==> config.mk <==
export PLATFORM = sky130hd
export DESIGN_NAME = adc_sar_control
export DESIGN_NICKNAME = d
export VERILOG_FILES = /design/src/design/adc_pkg.sv /design/src/design/adc_sar_control.sv
export SDC_FILE = /design/constraint.sdc
export NUM_CORES = 1
export LEC_CHECK = 0
export ABC_AREA = 1
export BUFFER_PORTS_ARGS = -buffer_cell sky130_fd_sc_hd__buf_2
export CORE_MARGIN = 2
export CORE_UTILIZATION = 50
export CTS_CLUSTER_DIAMETER = 120
export DETAILED_ROUTE_END_ITERATION = 10
export GPL_TIMING_DRIVEN = 0
export PLACE_DENSITY = 0.84
export RECOVER_POWER = 25
export SLEW_MARGIN = 30
export SYNTH_ARGS = -nofsm -noshare
export SYNTH_HDL_FRONTEND = slang
export SYNTH_SLANG_ARGS = --single-unit
==> constraint.sdc <==
create_clock -name pclk -period 2.1 [get_ports pclk]
set_input_delay 0 -clock pclk [delete_from_list [all_inputs] [get_ports pclk]]
set_output_delay 0 -clock pclk [all_outputs]
set_load 0.05 [all_outputs]
==> src/design/adc_pkg.sv <==
package adc_pkg;
    localparam int unsigned APB_AW = 8;
    localparam int unsigned RESULT_W = 8;
    // Register indices; byte offset is four times the index
    localparam logic [APB_AW-1:0] IDX_RESULT = 8'h1D;
    localparam logic [APB_AW-1:0] IDX_CTRL = 8'h1E;
    localparam logic [APB_AW-1:0] OFS_RESULT = 8'(IDX_RESULT * 4);
    localparam logic [APB_AW-1:0] OFS_CTRL = 8'(IDX_CTRL * 4);
    // Field positions in converter_status_control
    localparam int unsigned DONE_BIT = 7;
    localparam int unsigned RC_BIT = 6;
    localparam int unsigned ON_BIT = 5;
    localparam int unsigned SEL_LSB = 0;
    localparam logic [7:0] CTRL_RESET = 8'h00;
    localparam logic [RESULT_W-1:0] RESULT_RESET = 8'h00;
    localparam logic [RESULT_W-1:0] DAC_MID = 8'h80;
    // One conversion spans 32 conversion clocks, four per result bit
    localparam int unsigned CONV_CYCLES = 32;
    localparam int unsigned STEP_CYCLES = CONV_CYCLES / RESULT_W;
    localparam logic [4:0] CNT_LAST = 5'(CONV_CYCLES - 1);
    localparam logic [1:0] STEP_LAST = 2'(STEP_CYCLES - 1);
    // Select code 0 maps to port pin 6, code 3 to pin 3
    localparam int unsigned FIRST_PIN = 6;
    localparam int unsigned PORT_W = 8;

    typedef struct packed {
        logic rc_clock_select;
        logic converter_on;
        logic [1:0] input_select_field;
    } ctrl_t;

    typedef enum logic {
        ST_IDLE = 1'b0,
        ST_CONV = 1'b1
    } conv_state_t;
endpackage : adc_pkg

==> src/design/adc_sar_control.sv <==
// How it works
// (RULE1) Four inputs, one 8-bit unsigned result each
// (RULE2) Successive approximation, MSB first, via comparator
// (RULE3) Full scale gives FF, ground gives 00
// (RULE4) Conversion lasts 32 conversion clock cycles
// (RULE5) Clock select: 1 RC oscillator, 0 bus
// (RULE6) Results handed over on the bus clock
// (RULE7) Done flag bit 7 set on completion
// (RULE8) Done flag cleared by start or access
// (RULE9) Register access starts conversion, overwrites result
// (RULE10) Bit 5 enables the converter
// (RULE11) Select 00..11 picks port pins 6..3
// (RULE12) Selected analog pin reads zero digitally
// (RULE13) Other port pins stay normal digital inputs
// (RULE14) Result register updated when flag sets
// (RULE15) Wait mode does not stop conversions
// (RULE16) Stop mode powers down and aborts conversion
// (RULE17) No extra settling wait after stop
// (RULE18) Control bits 4 to 2 read zero
// (RULE19) Software picks RC clock below 1 MHz
// (RULE20) Software polls flag when on RC clock
// (RULE21) Software distrusts results while stabilising
// (RULE22) Disabled converter ignores starts, flag clear
`timescale 1ns/1ps
`default_nettype none
module adc_sar_control
    import adc_pkg::*;
(
    input wire logic pclk,                    // Bus clock, 200 MHz
    input wire logic presetn,                 // Async reset, active low
    input wire logic psel,                    // APB select
    input wire logic penable,                 // APB enable
    input wire logic pwrite,                  // APB direction
    input wire logic [APB_AW-1:0] paddr,      // APB byte address
    input wire logic [31:0] pwdata,           // APB write data
    output logic [31:0] prdata,               // APB read data
    output logic pready,                      // APB ready
    output logic pslverr,                     // APB error, unmapped
    input wire logic rc_tick,                 // RC oscillator clock tick
    input wire logic comp_above,              // Input at or above DAC
    input wire logic stop_mode,               // Device in stop mode
    input wire logic [PORT_W-1:0] portc_pins, // Port C pin levels
    output logic [RESULT_W-1:0] dac_code,     // Trial code to DAC
    output logic [1:0] input_select,          // Analog mux select
    output logic analog_power_on,             // Comparator, charge pump
    output logic [PORT_W-1:0] portc_read      // Port C digital read
);

    ctrl_t ctrl_q;
    conv_state_t state_q;
    logic done_q;
    logic [4:0] cnt_q;
    logic [RESULT_W-1:0] sar_q;
    logic [RESULT_W-1:0] result_q;
    logic [RESULT_W-1:0] dac_q;
    logic [31:0] prdata_q;
    logic pready_q;
    logic pslverr_q;
    logic power_q;
    logic [PORT_W-1:0] portc_q;

    logic access;
    logic hit;
    logic ctrl_wr;
    logic new_on;
    logic start;
    logic abort;
    logic tick;
    logic step;
    logic finish;
    logic [2:0] bitpos;
    logic [RESULT_W-1:0] sar_next;
    logic [RESULT_W-1:0] trial_next;
    logic [31:0] rd_word;
    logic mapped;

    assign access = psel & penable & pready_q;
    assign mapped = (paddr == OFS_CTRL) || (paddr == OFS_RESULT);
    assign hit = access & mapped;
    assign ctrl_wr = access & pwrite & (paddr == OFS_CTRL);
    assign new_on = ctrl_wr ? pwdata[ON_BIT] : ctrl_q.converter_on;
    // Either register, read or write, launches a new conversion
    assign start = hit & new_on & ~stop_mode; // [RULE9] [RULE22]
    assign abort = stop_mode | (ctrl_wr & ~pwdata[ON_BIT]); // [RULE16]
    // Wait mode gates nothing here, so conversions keep running
    assign tick = ctrl_q.rc_clock_select ? rc_tick : 1'b1; // [RULE5] [RULE15]
    assign step = (state_q == ST_CONV) & tick & ~abort & ~hit;
    assign finish = step & (cnt_q == CNT_LAST); // [RULE4]
    assign bitpos = 3'(RESULT_W - 1) - cnt_q[4:2];

    // One result bit per four steps, most significant first
    always_comb begin
        sar_next = sar_q;
        // Between decisions the current trial code stays on the DAC
        trial_next = dac_q;
        if (cnt_q[1:0] == STEP_LAST) begin
            sar_next[bitpos] = comp_above; // [RULE2] [RULE3]
            trial_next = sar_next;
            if (bitpos != 3'd0) begin
                trial_next[bitpos - 3'd1] = 1'b1;
            end
        end
    end

    always_ff @(posedge pclk or negedge presetn) begin
        if (!presetn) begin
            ctrl_q <= ctrl_t'(4'h0);
        end else if (ctrl_wr) begin
            ctrl_q.rc_clock_select <= pwdata[RC_BIT]; // [RULE5]
            ctrl_q.converter_on <= pwdata[ON_BIT]; // [RULE10]
            ctrl_q.input_select_field <= pwdata[SEL_LSB +: 2]; // [RULE11]
        end
    end

    always_ff @(posedge pclk or negedge presetn) begin
        if (!presetn) begin
            state_q <= ST_IDLE;
            cnt_q <= 5'h00;
        end else if (start) begin
            state_q <= ST_CONV;
            cnt_q <= 5'h00;
        end else if (abort || finish) begin
            state_q <= ST_IDLE;
            cnt_q <= 5'h00;
        end else if (step) begin
            cnt_q <= cnt_q + 5'h01;
        end
    end

    always_ff @(posedge pclk or negedge presetn) begin
        if (!presetn) begin
            sar_q <= RESULT_RESET;
            dac_q <= RESULT_RESET;
        end else if (start) begin
            sar_q <= RESULT_RESET;
            dac_q <= DAC_MID; // [RULE2]
        end else if (step) begin
            sar_q <= sar_next;
            dac_q <= trial_next;
        end
    end

    // Result moves over on the bus clock, one channel at most per cycle
    always_ff @(posedge pclk or negedge presetn) begin
        if (!presetn) begin
            result_q <= RESULT_RESET;
        end else if (finish) begin
            result_q <= sar_next; // [RULE1] [RULE6] [RULE14]
        end
    end

    // Access or a new start clears the flag even on a finishing edge
    always_ff @(posedge pclk or negedge presetn) begin
        if (!presetn) begin
            done_q <= 1'b0;
        end else if (hit || abort) begin
            done_q <= 1'b0; // [RULE8] [RULE22]
        end else if (finish) begin
            done_q <= 1'b1; // [RULE7]
        end
    end

    // Stop removes power on the next clock edge; leaving stop needs no settle delay
    always_ff @(posedge pclk or negedge presetn) begin
        if (!presetn) begin
            power_q <= 1'b0;
        end else begin
            power_q <= new_on & ~stop_mode; // [RULE16] [RULE17]
        end
    end

    generate
        for (genvar i = 0; i < PORT_W; i++) begin : g_port
            localparam logic [1:0] SEL_CODE = 2'((FIRST_PIN - i) & 3);
            localparam bit IS_ANALOG =
                (i <= FIRST_PIN) && (i >= FIRST_PIN - 3);
            always_ff @(posedge pclk or negedge presetn) begin
                if (!presetn) begin
                    portc_q[i] <= 1'b0;
                end else if (IS_ANALOG && ctrl_q.converter_on &&
                             ctrl_q.input_select_field == SEL_CODE) begin
                    portc_q[i] <= 1'b0; // [RULE12]
                end else begin
                    portc_q[i] <= portc_pins[i]; // [RULE13]
                end
            end
        end
    endgenerate

    always_comb begin
        rd_word = 32'h0000_0000;
        if (paddr == OFS_CTRL) begin
            rd_word[DONE_BIT] = done_q;
            rd_word[RC_BIT] = ctrl_q.rc_clock_select;
            rd_word[ON_BIT] = ctrl_q.converter_on;
            rd_word[SEL_LSB +: 2] = ctrl_q.input_select_field; // [RULE18]
        end else if (paddr == OFS_RESULT) begin
            rd_word[RESULT_W-1:0] = result_q;
        end
    end

    // Read data and error are prepared in the setup cycle
    always_ff @(posedge pclk or negedge presetn) begin
        if (!presetn) begin
            prdata_q <= 32'h0000_0000;
            pslverr_q <= 1'b0;
            pready_q <= 1'b0;
        end else begin
            pready_q <= 1'b1;
            if (psel && !penable) begin
                prdata_q <= pwrite ? 32'h0000_0000 : rd_word;
                pslverr_q <= ~mapped;
            end
        end
    end

    assign prdata = prdata_q;
    assign pready = pready_q;
    assign pslverr = pslverr_q;
    assign dac_code = dac_q;
    assign input_select = ctrl_q.input_select_field;
    assign analog_power_on = power_q;
    assign portc_read = portc_q;

    // Checks
    logic [4:0] ticks_seen_q;
    always_ff @(posedge pclk or negedge presetn) begin
        if (!presetn) begin
            ticks_seen_q <= 5'h00;
        end else if (start) begin
            ticks_seen_q <= 5'h00;
        end else if (step) begin
            ticks_seen_q <= ticks_seen_q + 5'h01;
        end
    end
endmodule : adc_sar_control
`default_nettype wire

== Word-level counts from Yosys, hierarchy flattened ==
Cells that the tools add are included.
Storage, ports and cells
  register bits after elaboration: 78
  bits of input ports: 56
  output and inout bits: 53
  logic and storage cells: 104
Operators by class
  add/sub/neg operators: 3
  order comparisons: 4
  equal/unequal tests: 7
  muxes and demuxes: 30
  bitwise operators: 20
  reduce and logical (&&, ||, !) cells: 19
Operator list (number)
  $mux W8: 9
  $eq A8 B7 Y1 const B: 2
  $mux W5: 3
  $and A1 B1 Y1: 13
  $mux W1: 12
  $bwmux W8: 1
  $lt A3 B4 Y1 const B: 2
  $or A8 B8 Y8: 1
  $reduce_bool A2 Y1: 4
  $logic_and A1 B1 Y1: 7
  $demux W1 S3: 2
  $eq A2 B2 Y1 const B: 3
  $ge A3 B1 Y1 const B: 2
  $mux W3: 2
  $reduce_bool A3 Y1: 2
  $add A5 B1 Y5 const B: 1
  $eq A5 B5 Y1 const B: 1
  $not A1 Y1: 5
  $logic_or A1 B1 Y1: 3
  $sub A3 B1 Y3 const B: 1
  $sub A3 B3 Y3 const A: 1
  $eq A2 B1 Y1 const B: 1
  $logic_not A2 Y1: 1
  $mux W2: 1
  other kinds (3): 3

== Longest topological paths before layout ==
  depth after elaboration: 13
  mapped depth: 12

== Worst setup path after synthesis ==
Ideal clock, no wire load.
  path kind: register -> register
  from: register pready_q, in the netlist pready
  to: register done_q
  setup time: 124 ps
  arrival: 1577 ps
  data required time: 1976 ps
  slack: 399 ps
  cell stages (with the launch flop): 9
  path buffers: 1
  clock period less this slack: 1701 ps
  cell sequence: dfrtp_1 -> nand3_1 -> nor2_1 -> nand4_2 -> nand3_2 -> nor2_8 -> nand2_4 -> buf_12 -> o31ai_1
Between the ends
  word-level cells in the longest chain between the ends: 10
  elaborated cells between the ends (all ways): 14
  classes of those cells: mux: 1; bitwise: 11; reduce/logical: 2
RTL lines
  start, declared: RTL line adc_sar_control.sv:57  | logic pready_q;
  start signal, assigned: RTL line adc_sar_control.sv:207  | pready_q <= 1'b0;
  start signal, assigned: RTL line adc_sar_control.sv:209  | pready_q <= 1'b1;
  $and A1 B1 Y1 (*): RTL line adc_sar_control.sv:77  | assign access = psel & penable & pready_q;
  $and A1 B1 Y1 (2 in a row): RTL line adc_sar_control.sv:80  | assign ctrl_wr = access & pwrite & (paddr == OFS_CTRL);
  $and A1 B1 Y1: RTL line adc_sar_control.sv:84  | assign abort = stop_mode | (ctrl_wr & ~pwdata[ON_BIT]);
  $or A1 B1 Y1: RTL line adc_sar_control.sv:84
  $not A1 Y1: RTL line adc_sar_control.sv:87  | assign step = (state_q == ST_CONV) & tick & ~abort & ~hit;
  $and A1 B1 Y1 (2 in a row): RTL line adc_sar_control.sv:87
  $and A1 B1 Y1: RTL line adc_sar_control.sv:88  | assign finish = step & (cnt_q == CNT_LAST);
  $reduce_bool A2 Y1 (no line)
  end signal, assigned: RTL line adc_sar_control.sv:155  | done_q <= 1'b0;
  end signal, assigned: RTL line adc_sar_control.sv:157  | done_q <= 1'b0;
  end signal, assigned: RTL line adc_sar_control.sv:159  | done_q <= 1'b1;
  end, declared: RTL line adc_sar_control.sv:51  | logic done_q;
Mark *: on every way between the ends. The rest lies on a longest branch, timed or not.
A chain may end at the register's enable or synchronous reset.

== Worst setup path in the final report ==
  from: register cnt_q[0]
  to: register sar_q[0]
Between the ends
  word-level cells in the longest chain between the ends: 4
RTL lines
  start, declared: RTL line adc_sar_control.sv:52  | logic [4:0] cnt_q;
  start signal, assigned: RTL line adc_sar_control.sv:126  | cnt_q <= cnt_q + 5'h01;
  $eq A2 B2 Y1: RTL line adc_sar_control.sv:96  | if (cnt_q[1:0] == STEP_LAST) begin
  $mux W8: RTL line adc_sar_control.sv:96
  $mux W8: RTL line adc_sar_control.sv:137  | end else if (step) begin
  $mux W8: RTL line adc_sar_control.sv:134  | end else if (start) begin
  end signal, assigned: RTL line adc_sar_control.sv:138  | sar_q <= sar_next;
  end, declared: RTL line adc_sar_control.sv:53  | logic [RESULT_W-1:0] sar_q;
No other way between the ends. The select of a mux whose other input is x is not followed.

==> results.yml <==
global_route:
  grt_max_degree: 55
  grt_pass1_vias: 2424
  antenna_found_initial: 0
  grt_pass1_wl_um: 10450
  track_usage_pct: 20.13
  grt_overflow_total: 0
hold_path:
  whs_endpoint: "analog_power_on"
  min-delay-start: "pwdata[5]"
  whs_path_depth: 3
  hold_path.class: "primary input to register"
finish:
  fin_nets: 514
  final_cell_mix: "nand2_1 (73), buf_2 (57), dfrtp_1 (54)"
  antennaDiodeCount: 0
  mostFrequentLayoutCell: "nand2_1"
  drive_above_1_share_pct: 27.91
  syn_to_final_growth_pct: 23.55
clocking:
  clk_latency_ns: 0.32
  clock_path_buffers: 2
  cts_tree: "yes"
  cts_root_buffer: "clkbuf_8"
  htree_num_levels: 2
  cts_made_buffers: 5
  cts_setup_buffers: 0
  cts_num_sinks: 54
  clk_pin_slew_ns: 0.10
yosys:
  synth_xor_area_share_pct: 0.8768
  synth_compound_area_share_pct: 12.90
  syn_area_um2: 2997
  synth_cell_types: 36
  synth-seq-cells: 54
  muxShareOfSynthArea_pct: 0
  syn_inst: 355
  avgSynthCellArea_um2: 8.441
  synth-simple-area-share_pct: 24.47
  yosysWarnings: 0
  ys_seq_area_share_pct: 45.09
  synth_top_family_by_area: "simple AND/OR/NAND/NOR gates"
  synth_fa_ha_area_share_pct: 1.670
sta:
  relSlewSlack_pct: 13.36
  tns_ns: 0
  fmax_mhz: 567.0
  clock-skew-final_ns: 0.01265
  rsz0062_at_grt: "no"
  final-max-slew-violation-count: 0
  worst_pin_slew_ns: 1.300
  fin_crit_sh_pct: 83.99
  period_needed_ns: 1.764
  setup_violations: 0
  hold_viol_final: 0
power_and_ir_drop:
  powerDensity_nw_per_um2: 559.2
  p_leak_nw: 2.119
  power_mw: 2.070
  vdd_ir_drop_max_uv: 373.9
critical_path:
  worst_ep_required_time_ns: 2.29
  rr_worst_depth: 6
  path_class: "register to register"
  worstPathCellList: "ha_1 > inv_1 > clkbuf_1 > o21ai_0 > nand2_1 > o21ai_0"
  cp-end-kind: "register"
  crit_family: "buffers and inverters"
  reg2reg_to: "sar_q[0]"
  cp.arrival_ns: 1.96
  crit_buf_inv: 2
  critical-path-slowest-cell: "dfrtp_1"
  crit_top_cell: "o21ai_0"
  crit_path_max_incr_delay_ns: 0.43
  crit_path_start_kind: "register"
  rr_startpoint: "cnt_q[0]"
  r2r_setup_slack_ns: 0.34
  critPathMaxFanout: 10
place:
  io_buffers: 56
  gp_congestion: 0.8640
  post-dp-hpwl_um: 4660
drt:
  routedWlPerCell_um: 11.82
  viasPerCell: 4.791
  drc: 0
  drtIter0Drc: 161
  dr.pass1.iters: 4
  finalWirelength_um: 6267
  vias: 2539
  drtAntennaViolNets: 0
floorplanning:
  core_area_um2: 5851
  row_count: 28
  die_x_um: 81.42
  die_y_um: 81.42
  ios: 109
  die-area_um2: 6628
  start_util_pct: 51.22
flow_run:
  drv_cap: 0
run_status:
  status: "completed"
-- cells by family (layout without fill, tap and decap cells) --
family                     after synthesis  in the layout
AOI/OAI and AO/OA                       65             65
DFF                                     54             54
xor gates and xnor gates                 3              3
other                                    2             25
adders and majority gates                4              4
buffers and inverters                   82            159
and+or+nand+nor                        145            145
-- synth_stat cells (all sizes together) --
cell type	n	area (um^2)
inv	48	185.2
xnor2	1	8.760
a21oi	5	28.78
nor3	10	50.05
dfrtp	54	1351
buf	32	249.0
conb	2	7.510
nand3	29	162.7
ha	4	50.05
o31ai	4	30.03
a32o	1	10.01
nand4	8	56.30
o21ai	45	247.7
xor2	2	17.52
a31oi	3	25.02
clkbuf	2	7.510
nand2	88	392.9
o21a	1	7.510
nor2	9	65.06
or2	1	6.260
o22ai	6	37.54
-- routing by layer --
| layer | share of wire (%) | global-route usage, % | up-vias | routed length, um |
|---|---|---|---|---|
| met5 | 0 | 0 | - | 0 |
| met4 | 1.8 | 6.610 | 0 | 114 |
| met3 | 5.0 | 3.407 | 15 | 311 |
| met2 | 48 | 34.75 | 75 | 3008 |
| met1 | 45 | 25.68 | 1151 | 2832 |
| li1 | - | - | 1298 | - |
-- registers in the layout, summed over array words and instances, names as in the netlist --
register         cells
sar_q                8
input_select         2
ctrl_q               2
cnt_q                5
pready               1
pslverr              1
state_q              1
done_q               1
dac_code             8
prdata               8
result_q             8
portc_read           8
analog_power_on      1
-- cell type report --
class | instances | area, um^2
fillers | 522 | 2148
flip-flops and latches | 54 | 1351
multi-input cells | 242 | 1290
repair buffers | 69 | 409.1
plain buffers | 34 | 256.5
inverters | 48 | 185.2
well taps | 75 | 93.84
clock buffers | 5 | 68.82
clock inverters | 3 | 47.55
-- per-stage QoR --
| step | std cells | instance area [um^2] | utilization, % | setup WS (ns) | hold slack [ns] |
|---|---|---|---|---|---|
| after floorplan | 378 | 3083 | - | 0.3989 | -0.2956 |
| after global placement | 509 | 3457 | 59.09 | 0.4002 | 0.1089 |
| after detailed placement | 509 | 3460 | 59.13 | 0.3739 | 0.08513 |
| after CTS | 530 | 3706 | 63.34 | 0.3530 | 0.008682 |
| after global routing | 530 | 3702 | 63.28 | 0.1184 | 0.01822 |
| final | 530 | 3702 | 63.28 | 0.3362 | 0.01764 |
-- tightest hold or removal path, cell delays in order --
cell and delay [ns]:
buf_2 0.10, nand4_1 0.12, a21oi_2 0.08
-- worst max-delay path by stage --
stage	from	end	slack (ns)	cells after the start
after floorplan	pready	done_q	0.40	8
after global placement	cnt_q[0]	cnt_q[3]	0.40	7
after detailed placement	cnt_q[0]	sar_q[0]	0.37	6
after CTS	cnt_q[0]	cnt_q[0]	0.35	7
after global routing	cnt_q[0]	sar_q[6]	0.12	7
final	cnt_q[0]	sar_q[0]	0.34	6
-- power by group --
part           switching (mW)  internal (mW)
sequential            0.00436           1.05
combinational           0.210         0.0838
clock                   0.357          0.364
total                   0.571           1.50
-- repair_timing --
item	CTS	global route
hold buffers	13	0
resized for setup	0	0
hold endpoints to repair	66	0
(Power assumes the default switching activity.)
